File: src/inc/ecs_consts.svh
// Constants for the EEPROM controller status block
`ifndef ECS_CONSTS_SVH
`define ECS_CONSTS_SVH

// ---------------------------------------------------------------
// Widths and reset values
// ---------------------------------------------------------------
`define ECS_ADDR_W 16
`define ECS_DATA_W 8
`define ECS_ADDR_RST 16'h0000
`define ECS_DATA_RST 8'h00
`define ECS_LAST_LOC 16'hFFFF

// ---------------------------------------------------------------
// Timing
// ---------------------------------------------------------------
`define ECS_CLK_MHZ 250
`define ECS_WRITE_WAIT_US 30000
`define ECS_STRETCH_US 30000
`define ECS_ACQUIRE_US 1920000
`define ECS_WRITE_WAIT_CYC (`ECS_WRITE_WAIT_US * `ECS_CLK_MHZ)
`define ECS_STRETCH_CYC (`ECS_STRETCH_US * `ECS_CLK_MHZ)
`define ECS_ACQUIRE_CYC (`ECS_ACQUIRE_US * `ECS_CLK_MHZ)

`endif

File: src/inc/ecs_pkg.sv
// Types of the EEPROM controller status block
`include "ecs_consts.svh"

package ecs_pkg;

  typedef enum logic [1:0] {
    ECS_OP_READ = 2'h0,
    ECS_OP_WRITE = 2'h1,
    ECS_OP_RSVD2 = 2'h2,
    ECS_OP_RSVD3 = 2'h3
  } ecs_op_type;

  typedef enum logic [1:0] {
    ECS_IDLE = 2'b00,
    ECS_ACQ = 2'b01,
    ECS_XFER = 2'b10,
    ECS_WRWAIT = 2'b11
  } ecs_state_type;

  typedef struct packed {
    logic request;
    logic write;
    logic [`ECS_ADDR_W-1:0] location;
    logic [`ECS_DATA_W-1:0] wdata;
  } ecs_link_req_type;

  typedef struct packed {
    logic opTimeout;
    logic loaderOverrun;
    logic imageLoaded;
  } ecs_flags_type;

endpackage

File: src/hdl/ecs_timer.sv
// Timeout counter with restart
`timescale 1ns/1ps

module ecs_timer #(
  parameter int unsigned WIDTH = 32
) (
  input wire logic clock,
  input wire logic reset,
  input wire logic run,
  input wire logic restart,
  input wire logic [WIDTH-1:0] limit,
  output logic expired
);

  logic [WIDTH-1:0] count_q;
  logic [WIDTH-1:0] count_d;

  // ---------------------------------------------------------------
  // Count while running
  // ---------------------------------------------------------------
  assign expired = run && (count_q == limit - WIDTH'(1));

  always_comb begin
    if (!run || restart || expired) begin
      count_d = '0;
    end else begin
      count_d = count_q + WIDTH'(1);
    end
  end

  always_ff @(posedge clock) begin
    if (reset) begin
      count_q <= '0;
    end else begin
      count_q <= count_d;
    end
  end

endmodule

File: src/hdl/ecs_status.sv
// EEPROM controller operation sequencing and status flags
`timescale 1ns/1ps
`include "ecs_consts.svh"

module ecs_status
  import ecs_pkg::*;
#(
  parameter int unsigned WRITE_WAIT_CYCLES = `ECS_WRITE_WAIT_CYC,
  parameter int unsigned STRETCH_CYCLES = `ECS_STRETCH_CYC,
  parameter int unsigned ACQUIRE_CYCLES = `ECS_ACQUIRE_CYC,
  parameter logic [`ECS_ADDR_W-1:0] LAST_LOC = `ECS_LAST_LOC
) (
  input wire logic clock,
  input wire logic reset,
  input wire logic opStart,
  input wire ecs_op_type eeprom_op_code,
  input wire logic locationWrite,
  input wire logic [`ECS_ADDR_W-1:0] locationIn,
  input wire logic dataWrite,
  input wire logic [`ECS_DATA_W-1:0] dataIn,
  input wire logic timeoutClear,
  input wire logic loadedClear,
  input wire logic loaderRestart,
  input wire logic loaderReadReq,
  input wire logic [`ECS_ADDR_W:0] loaderReadAddr,
  input wire logic loadDoneOk,
  input wire logic linkGrant,
  input wire logic linkAckMissing,
  input wire logic linkDone,
  input wire logic [`ECS_DATA_W-1:0] linkRData,
  input wire logic writeAcked,
  input wire logic sclPin,
  output logic busy,
  output logic [`ECS_ADDR_W-1:0] eeprom_byte_location,
  output logic [`ECS_DATA_W-1:0] dataOut,
  output ecs_link_req_type linkReq,
  output ecs_flags_type flags
);

  ecs_state_type state_q;
  ecs_state_type state_d;
  ecs_link_req_type linkReq_q;
  ecs_link_req_type linkReq_d;
  ecs_flags_type flags_q;
  ecs_flags_type flags_d;
  logic [`ECS_ADDR_W-1:0] location_q;
  logic [`ECS_ADDR_W-1:0] location_d;
  logic [`ECS_DATA_W-1:0] data_q;
  logic [`ECS_DATA_W-1:0] data_d;
  logic sclMeta_q;
  logic sclSync_q;
  logic sclLow;
  logic timerRun;
  logic timerRestart;
  logic timerExpired;
  logic [31:0] timerLimit;
  logic timeoutEvent;
  logic overrunEvent;
  logic unsupported;

  // ---------------------------------------------------------------
  // Clock line synchroniser
  // ---------------------------------------------------------------
  always_ff @(posedge clock) begin
    if (reset) begin
      sclMeta_q <= 1'b1;
      sclSync_q <= 1'b1;
    end else begin
      sclMeta_q <= sclPin;
      sclSync_q <= sclMeta_q;
    end
  end

  assign sclLow = !sclSync_q;

  // ---------------------------------------------------------------
  // Shared timeout timer
  // ---------------------------------------------------------------
  always_comb begin
    timerRun = 1'b0;
    timerLimit = WRITE_WAIT_CYCLES;
    case (state_q)
      ECS_ACQ: begin
        timerRun = 1'b1;
        timerLimit = ACQUIRE_CYCLES;
      end
      ECS_XFER: begin
        timerRun = sclLow;
        timerLimit = STRETCH_CYCLES;
      end
      ECS_WRWAIT: begin
        timerRun = 1'b1;
        timerLimit = WRITE_WAIT_CYCLES;
      end
      default: begin
        timerRun = 1'b0;
      end
    endcase
  end

  assign timerRestart = (state_d != state_q);

  ecs_timer #(
    .WIDTH(32)
  ) ecs_timer_i (
    .clock(clock),
    .reset(reset),
    .run(timerRun),
    .restart(timerRestart),
    .limit(timerLimit),
    .expired(timerExpired)
  );

  // ---------------------------------------------------------------
  // Operation sequencer
  // ---------------------------------------------------------------
  assign unsupported = (eeprom_op_code != ECS_OP_READ) && (eeprom_op_code != ECS_OP_WRITE);

  always_comb begin
    state_d = state_q;
    linkReq_d = linkReq_q;
    location_d = location_q;
    data_d = data_q;
    timeoutEvent = 1'b0;
    if (locationWrite && state_q == ECS_IDLE) begin
      location_d = locationIn;
    end
    if (dataWrite && state_q == ECS_IDLE) begin
      data_d = dataIn;
    end
    case (state_q)
      ECS_IDLE: begin
        linkReq_d.request = 1'b0;
        if (opStart) begin
          if (unsupported) begin
            timeoutEvent = 1'b1;
          end else begin
            state_d = ECS_ACQ;
            linkReq_d.request = 1'b1;
            linkReq_d.write = (eeprom_op_code == ECS_OP_WRITE);
            linkReq_d.location = location_d;
            linkReq_d.wdata = data_d;
          end
        end
      end
      ECS_ACQ: begin
        if (linkGrant) begin
          state_d = ECS_XFER;
        end else if (timerExpired) begin
          timeoutEvent = 1'b1;
          state_d = ECS_IDLE;
          linkReq_d.request = 1'b0;
        end
      end
      ECS_XFER: begin
        if (linkAckMissing || timerExpired) begin
          timeoutEvent = 1'b1;
          state_d = ECS_IDLE;
          linkReq_d.request = 1'b0;
        end else if (linkDone) begin
          linkReq_d.request = 1'b0;
          if (linkReq_q.write) begin
            state_d = ECS_WRWAIT;
          end else begin
            data_d = linkRData;
            state_d = ECS_IDLE;
          end
        end
      end
      ECS_WRWAIT: begin
        if (writeAcked) begin
          state_d = ECS_IDLE;
        end else if (timerExpired) begin
          timeoutEvent = 1'b1;
          state_d = ECS_IDLE;
        end
      end
      default: begin
        state_d = ECS_IDLE;
        linkReq_d.request = 1'b0;
      end
    endcase
  end

  // ---------------------------------------------------------------
  // Status flags
  // ---------------------------------------------------------------
  assign overrunEvent = loaderReadReq && (loaderReadAddr > {1'b0, LAST_LOC});

  always_comb begin
    flags_d = flags_q;
    flags_d.opTimeout = timeoutEvent || (flags_q.opTimeout && !timeoutClear);
    flags_d.loaderOverrun = overrunEvent || (flags_q.loaderOverrun && !loaderRestart);
    flags_d.imageLoaded = loadDoneOk || (flags_q.imageLoaded && !loaderRestart && !loadedClear);
  end

  always_ff @(posedge clock) begin
    if (reset) begin
      state_q <= ECS_IDLE;
      linkReq_q <= '0;
      flags_q <= '0;
      location_q <= `ECS_ADDR_RST;
      data_q <= `ECS_DATA_RST;
    end else begin
      state_q <= state_d;
      linkReq_q <= linkReq_d;
      flags_q <= flags_d;
      location_q <= location_d;
      data_q <= data_d;
    end
  end

  assign busy = (state_q != ECS_IDLE);
  assign eeprom_byte_location = location_q;
  assign dataOut = data_q;
  assign linkReq = linkReq_q;
  assign flags = flags_q;

  // ---------------------------------------------------------------
  // Assertions
  // ---------------------------------------------------------------
  property p_overrun_set;
    @(posedge clock) disable iff (reset)
    overrunEvent |=> flags.loaderOverrun;
  endproperty
  a_overrun_set: assert property (p_overrun_set) else $error("overrun flag not set");

  property p_overrun_clr;
    @(posedge clock) disable iff (reset)
    loaderRestart && !overrunEvent |=> !flags.loaderOverrun;
  endproperty
  a_overrun_clr: assert property (p_overrun_clr) else $error("overrun flag not cleared");

  property p_write_timeout;
    @(posedge clock) disable iff (reset)
    state_q == ECS_XFER && linkDone && linkReq.write && !linkAckMissing && !timerExpired ##1
      !writeAcked [*8] |-> state_q == ECS_WRWAIT && busy;
  endproperty
  a_write_timeout: assert property (p_write_timeout) else $error("write wait ended early");

  property p_ack_missing;
    @(posedge clock) disable iff (reset)
    state_q == ECS_XFER && linkAckMissing |=> flags.opTimeout && state_q == ECS_IDLE && !linkReq.request;
  endproperty
  a_ack_missing: assert property (p_ack_missing) else $error("missing ack not reported");

  property p_stretch;
    @(posedge clock) disable iff (reset)
    state_q == ECS_XFER && timerExpired |=> flags.opTimeout && state_q == ECS_IDLE;
  endproperty
  a_stretch: assert property (p_stretch) else $error("clock stretch not reported");

  property p_acquire;
    @(posedge clock) disable iff (reset)
    state_q == ECS_ACQ && timerExpired && !linkGrant |=> flags.opTimeout && state_q == ECS_IDLE;
  endproperty
  a_acquire: assert property (p_acquire) else $error("bus acquire timeout missed");

  property p_unsupported;
    @(posedge clock) disable iff (reset)
    state_q == ECS_IDLE && opStart && unsupported |=> flags.opTimeout && state_q == ECS_IDLE && !linkReq.request;
  endproperty
  a_unsupported: assert property (p_unsupported) else $error("unsupported code accessed");

  property p_loaded;
    @(posedge clock) disable iff (reset)
    (loadDoneOk |=> flags.imageLoaded) and ((loaderRestart || loadedClear) && !loadDoneOk |=> !flags.imageLoaded);
  endproperty
  a_loaded: assert property (p_loaded) else $error("image loaded flag wrong");

  property p_read_data;
    @(posedge clock) disable iff (reset)
    state_q == ECS_XFER && linkDone && !linkAckMissing && !timerExpired && !linkReq.write
      |=> dataOut == $past(linkRData) && state_q == ECS_IDLE;
  endproperty
  a_read_data: assert property (p_read_data) else $error("read byte not captured");

  c_write_done: cover property (@(posedge clock) disable iff (reset) state_q == ECS_WRWAIT && writeAcked);
  c_read_done: cover property (@(posedge clock) disable iff (reset) state_q == ECS_XFER && linkDone && !linkReq.write);
  c_acq_timeout: cover property (@(posedge clock) disable iff (reset) state_q == ECS_ACQ && timerExpired);
  c_overrun: cover property (@(posedge clock) disable iff (reset) overrunEvent);

endmodule

File: config.mk
export PLATFORM = sky130hd
export DESIGN_NAME = ecs_status
export DESIGN_NICKNAME = d
export VERILOG_FILES = /design/src/inc/ecs_pkg.sv /design/src/hdl/ecs_timer.sv /design/src/hdl/ecs_status.sv
export VERILOG_INCLUDE_DIRS = /design/src /design/src/inc
export SDC_FILE = /design/constraint.sdc
export NUM_CORES = 1
export LEC_CHECK = 0
export ABC_AREA = 1
export BUFFER_PORTS_ARGS = -buffer_cell sky130_fd_sc_hd__buf_2
export CORE_ASPECT_RATIO = 0.75
export CORE_MARGIN = 10
export CORE_UTILIZATION = 52
export DETAILED_ROUTE_END_ITERATION = 7
export MAX_ROUTING_LAYER = met4
export PLACE_DENSITY = 0.85
export SYNTH_ARGS = -nofsm -noshare
export SYNTH_HDL_FRONTEND = slang
export SYNTH_SLANG_ARGS = --single-unit
File: constraint.sdc
create_clock -name clock -period 2.8 [get_ports clock]
set_input_delay 0.56 -clock clock [delete_from_list [all_inputs] [get_ports clock]]
set_output_delay 0.56 -clock clock [all_outputs]
set_load 0.005 [all_outputs]
==> Word-level counts from Yosys, hierarchy flattened <==
Index checks and enable logic that the tools add are counted.
{ "classes": {"addsub": 2, "multipliers": 0, "div_mod_pow": 0, "n_lt_le_gt_ge": 1, "n_eq_ne": 10, "n_shift": 0, "mux": 31, "bitwise_logic": 1, "n_reduce_logical": 28} }
{ "op_table": {"columns": ["operator", "n"], "rows": [
  ["two-way mux 26 bit", 2],
  ["two-way mux 8 bit", 5],
  ["adder 32 x 1 -> 32 bit (second input constant)", 1],
  ["== test 32 bit", 1],
  ["subtractor 29 x 1 -> 30 bit (second input constant)", 1],
  ["two-way mux 29 bit", 1],
  ["greater-than comparator 17 x 16 -> 1 bit (second input constant)", 1],
  ["two-way mux 16 bit", 1],
  ["two-way mux 2 bit", 8],
  ["two-way mux 1 bit", 10],
  ["logical AND 1 bit", 9],
  ["one-hot mux 2 bit (4 select lines)", 1],
  ["logical OR 1 bit", 6],
  ["logical NOT 1 bit", 5],
  ["== test 2 x 1 -> 1 bit (second input constant)", 2],
  ["== test 2 bit (second input constant)", 2],
  ["inequality test 2 x 1 -> 1 bit (second input constant)", 2],
  ["one-hot mux 1 bit (4 select lines)", 1],
  ["AND reduction 4 bit", 1],
  ["nonzero test 2 bit", 2],
  ["OR reduction 2 bit", 2],
  ["inequality test 3 bit (second input constant)", 1],
  ["one-hot mux 1 bit (3 select lines)", 1],
  ["AND reduction 3 bit", 1],
  ["other kinds (6)", 6]
]} }
{ "word_totals": {"ff_bits": 89, "latchBits": 0, "ramBits": 0, "rom_bits": 0, "input_bits": 66, "output_inout_bits": 54, "word_cells": 86, "memories": 0} }

==> Longest topological paths before layout <==
{ "depth": {"depth_word": 12, "depth_mapped": 18, "mapped_depth_nobuf": 17} }

==> Cells and area by module <==
From an unflattened synthesis, not the netlist that was laid out.
{ "hier_totals": {"hier_cells": 825, "area_unflattened_um2": 5666.7} }
{ "modules_own_cells": {"columns": ["module", "instances", "cells_per_inst", "area_each_um2", "seq_area_each_um2"], "rows": [
  ["ecs_timer", 1, 529, 3241.9, 640.6],
  ["ecs_status", 1, 296, 2424.8, 1141.1]
]} }

==> Least setup slack after synthesis <==
No wires, ideal clock.
{ "synth_path": {"kind": "register to register", "from": "reg state_q[1]", "to": "reg ecs_timer_i.count_q[5]", "setup_ps": 121, "t_arrival_ps": 2075, "required_time_ps": 2679, "path_slack_ps": 604, "stages_incl_launch_ff": 17, "period_less_slack_ps": 2196, "cell_sequence": "dfxtp_1 inv_1 ha_1 clkbuf_1 a21oi_1 nand2_1 nor2_1 nand3_4 a21oi_2 nand2_1 nand2_2 nand2_1 nand2_1 inv_2 nand2_4 buf_12 nor2_4"} }
{ "synth_between": {"elab_chain_len": 12, "word_cells_on_any_way": 24, "cone_classes": "1 x add/sub; 5 x eq/ne; 10 x mux; 8 x reduce/logical"} }
{ "synth_rtl": {"columns": ["item", "line", "rtl"], "rows": [
  ["from (decl)", "ecs_status.sv:40", "ecs_state_type state_q;"],
  ["from (signal assigned)", "ecs_status.sv:205", "state_q <= state_d;"],
  ["== test 2 x 1 -> 1 bit", "ecs_status.sv:82, ecs_status.sv:131", null],
  ["two-way mux 29 bit", "ecs_status.sv:82", "case (state_q)"],
  ["subtractor 29 x 1 -> 30 bit", "ecs_timer.sv:21", "assign expired = run && (count_q == limit - WIDTH'(1));"],
  ["== test 32 bit", "ecs_timer.sv:21", null],
  ["logical AND 1 bit", "ecs_timer.sv:21", null],
  ["two-way mux 2 bit or logical OR 1 bit (tied branches)", "ecs_status.sv:149, ecs_status.sv:173, ecs_status.sv:156", null],
  ["two-way mux 2 bit (on tied branches)", "ecs_status.sv:171, ecs_status.sv:147, ecs_status.sv:156", null],
  ["one-hot mux 2 bit (4 select lines)", "ecs_status.sv:131", "case (state_q)"],
  ["inequality test 2 bit", "ecs_status.sv:101", "assign timerRestart = (state_d != state_q);"],
  ["logical OR 1 bit", "ecs_timer.sv:24", "if (!run || restart || expired) begin"],
  ["logical OR 1 bit (*)", "ecs_timer.sv:24", null],
  ["OR reduction 2 bit (no source line) (*)", null, null],
  ["to (signal assigned)", "ecs_timer.sv:35", "count_q <= count_d;"],
  ["to (decl)", "ecs_timer.sv:15", "logic [WIDTH-1:0] count_q;"]
]} }
Mark *: on every way between the ends. The rest lies on a longest branch, timed or not.
A chain may end at the register's enable or synchronous reset.

==> Final worst setup path <==
{ "layout_path": {"from": "reg state_q[0]", "to": "reg ecs_timer_i.count_q[19]"} }
The elaborated chain is that of the path after synthesis.

==> flow_results.org <==
** Status
- The flow ran to the end, and the final reports show no timing, DRC or antenna violations.

** Die
- After floorplanning, the core was sized to cover 7990 um2.
- The floorplan has 28 rows.
- For this configuration, the core starts out at a cell density of 0.542.
- The floorplan step defined a die boundary enclosing 12400 um2.
- Chip height :: 99.1 um
- Number of primary I/O pins :: 120
- Measured along the x axis, the die boundary spans 125 um.

** STA
- At the pin with the least slew margin, the transition time is 503 ps.
- Based on the critical path, the design can be clocked at up to 0.377 GHz.
- Setup violations remaining at the end of the flow were counted as 0.
- The number of max-slew violations in the final report is 0.
- Largest clock skew in the final design :: 10.6 ps
- Worst slew margin relative to its limit :: 0.662
- Final period utilization :: 0.948
- The count of final hold-check violations is 0.
- Clock period minus worst slack :: 2650 ps

** Yosys
- Count of mapped cells out of synthesis :: 539
- Yosys printed 0 warnings.
- After synthesis, the netlist uses 32 different library cells.
- The mapped netlist covers 4330 um2.
- Register bit count reported by yosys :: 89
- Counting every net in the synthesized netlist gives 611.
- Of the synthesized area, sequential elements account for 0.411.
- Synth Area per Inst :: 8.04 um2

** Drt
- First-pass iteration count of the detailed router :: 5
- Drt via density :: 5.08
- Summing over every cut layer, the via total after detailed routing is 3829.
- The first routing iteration left 384 violations.
- Summed over all layers, the routed wires come to 11100 um.
- Routed wire length per instance :: 14.8 um
- Once detail routing completed, the nets flagged for antenna violations numbered 0.
- DRC violation count after routing :: 0

** Critical path
- At the worst endpoint, the required time is 3050 ps.
- Setup crit end :: ecs_timer_i.count_q[19]$_SDFF_PP0_
- Register-to-register path setup slack :: 150 ps
- The most critical setup path has its startpoint at state_q[0]$_SDFF_PP0_.
- The worst register-to-register path begins at state_q[0]$_SDFF_PP0_.
- Category of the critical setup timing path :: flip-flop to flip-flop
- Of all nets on the critical path, the largest fanout is 11.
- The worst setup path is captured at a flip-flop.
- Arrival time reported for the critical path endpoint :: 2900 ps
- FF-to-FF path depth :: 16
- Startpoint kind of the worst setup timing path :: flip-flop
- Reg-to-reg endpoint :: ecs_timer_i.count_q[19]$_SDFF_PP0_

** Clocking
- Maximum root-to-sink buffer count :: 2
- Hold bufs inserted after CTS :: 0
- TritonCTS built the clock tree.
- Number of buffers added by the clock tree synthesis step :: 9
- The clock reaches the later pin of the worst-skew pair after 360 ps.
- Clock-pin slew was measured on the worst setup and hold paths at 90 ps.
- CTS built an H-tree with a depth of 3.
- CTS root buffer :: sky130_fd_sc_hd__clkbuf_8
- Clock tree synthesis found a total of 89 sinks.

** Final layout
- Final-stage net count :: 717
- Leaving out fill and tap cells, the most frequent cell in the layout is sky130_fd_sc_hd__buf_2.
- Leaving out fill and tap cells, the most frequent cells in the layout are 103 x sky130_fd_sc_hd__buf_2, 88 x sky130_fd_sc_hd__dfxtp_1, 80 x sky130_fd_sc_hd__inv_1, 70 x sky130_fd_sc_hd__nand2_1, 51 x sky130_fd_sc_hd__nor2_1.
- Final standard cell count with taps included and fillers excluded :: 754
- Share of cells above drive strength 1 :: 0.282
- Fillcell total :: 658
- Layout area overhead :: 19.1%
- Number of diodes added for antenna fixing :: 0
- Util after Layout :: 0.646

** Run
- The tool flagged a number of max-cap violations equal to 0.

** Power
- Max IR drop VDD :: 0.593 mV
- In this run the power density over the cells is 730 nW/um2.
- Static leakage :: 0.00234 uW

** Global routing
- Gr ovfl total :: 0
- The via count of the first global-routing pass is 3656.
- The number of antenna violations at the first check in global routing came to 0.
- Pin count of the biggest net entering global routing :: 51
- First-pass GRT wire length :: 17700 um
- In the global route stage, overall resource usage came out at 0.176.

** Place
- Detailed placement ended at an HPWL of 8390 um.
- Gp weighted congestion :: 0.939
- Placed cells :: 737
- PortBufs :: 103

** Min path
- Kind of path behind the tightest hold check :: input port to flip-flop
- Worst Hold Path Cells :: 2
## synth_stat cells (all sizes together)
cell type | instances | area (um2)
nor2 | 92 | 601
o22ai | 1 | 6.26
nand3 | 17 | 103
a31oi | 1 | 6.26
xor2 | 22 | 193
dfxtp | 89 | 1780
nor3b | 1 | 12.5
inv | 83 | 312
nor4 | 3 | 33.8
ha | 6 | 75.1
mux2i | 16 | 160
o21ai | 43 | 215
buf | 5 | 70.1
xnor2 | 8 | 70.1
o21a | 1 | 7.51
nand4 | 13 | 81.3
nor3 | 8 | 40.0
clkinv | 1 | 5.00
clkbuf | 12 | 45.0
a21oi | 43 | 223
or2 | 2 | 12.5
nand2 | 72 | 280
## worst max-delay path, cell delays in order (launching register included)
cell and delay, ps:
sky130_fd_sc_hd__dfxtp_1 370, sky130_fd_sc_hd__inv_1 220, sky130_fd_sc_hd__ha_1 330, sky130_fd_sc_hd__nand2_1 90
sky130_fd_sc_hd__a21oi_1 200, sky130_fd_sc_hd__nand2_1 80, sky130_fd_sc_hd__nor2_1 170, sky130_fd_sc_hd__nand3_4 160
sky130_fd_sc_hd__a21oi_2 150, sky130_fd_sc_hd__nand2_1 80, sky130_fd_sc_hd__nand2_2 80, sky130_fd_sc_hd__nand2_1 70
sky130_fd_sc_hd__nand2_1 80, sky130_fd_sc_hd__inv_2 50, sky130_fd_sc_hd__nand2_4 150, sky130_fd_sc_hd__buf_12 210
sky130_fd_sc_hd__nor2_4 40
## kinds of logic (layout without fill, tap and decap cells)
kind of cell	Yosys count	in the layout	share of synthesized area
AOI/OAI and AO/OA	89	89	0.106
xor gates and xnor gates	30	30	0.0606
adders and majority gates	6	6	0.0173
buffers and inverters	101	211	0.0996
DFF	89	89	0.411
muxes	16	16	0.0370
and+or+nand+nor	208	208	0.269
## metrics by stage
step	power [uW]	area, um2	hold slack [ps]	worst slack, ps	TNS [ps]
after CTS	3760	5130	368	202	0
after floorplan	2480	4330	389	604	0
after detailed placement	2940	4960	420	238	0
final	3770	5160	381	145	0
after global placement	2880	4960	397	336	0
after global routing	4010	5160	365	-26.0	-189
## where the power goes
part | internal, uW | switching [uW] | total (uW)
sequential | 1460 | 115 | 1570
clock | 348 | 464 | 812
combinational | 530 | 853 | 1380
## registers in the layout, summed over array words and instances (netlist names)
| register | count |
|---|---|
| sclMeta_q | 1 |
| dataOut | 8 |
| flags | 3 |
| linkReq | 26 |
| sclSync_q | 1 |
| state_q | 2 |
| eeprom_byte_location | 16 |
| ecs_timer_i.count_q | 32 |
## routing by layer
metal / vias to the layer above / track usage / share of wire
met5: - / - / 0
met3: 11 / 0.0407 / 0.051
met4: 0 / 0.0468 / 0.012
met1: 1783 / 0.213 / 0.44
li1: 1910 / - / -
met2: 125 / 0.290 / 0.50
## worst min-delay path by stage
stage | slack [ps] | to | startpoint
final | 380 | sclMeta_q$_SDFF_PP1_ | sclPin
after floorplan | 390 | sclSync_q$_SDFF_PP1_ | sclMeta_q$_SDFF_PP1_
after CTS | 370 | sclMeta_q$_SDFF_PP1_ | sclPin
after global placement | 400 | sclSync_q$_SDFF_PP1_ | sclMeta_q$_SDFF_PP1_
after global routing | 370 | sclMeta_q$_SDFF_PP1_ | sclPin
after detailed placement | 420 | sclSync_q$_SDFF_PP1_ | sclMeta_q$_SDFF_PP1_
## cell type report
type	instances	area [um2]	area share
inverters	84	317	0.0613
repair buffers	112	633	0.123
flip-flops and latches	89	1780	0.345
multi-input cells	349	2120	0.411
clock inverters	5	38.8	0.00751
clock buffers	10	138	0.0267
well taps	105	131	0.0254
## what timing repair did
| item | 4_1_cts | 5_1_grt |
|---|---|---|
| buffers inserted | 0 | 2 |
| setup endpoints to repair | 0 | 24 |
| resized for setup | 0 | 1 |
No activity file was read; power rests on OpenSTA's default activity.
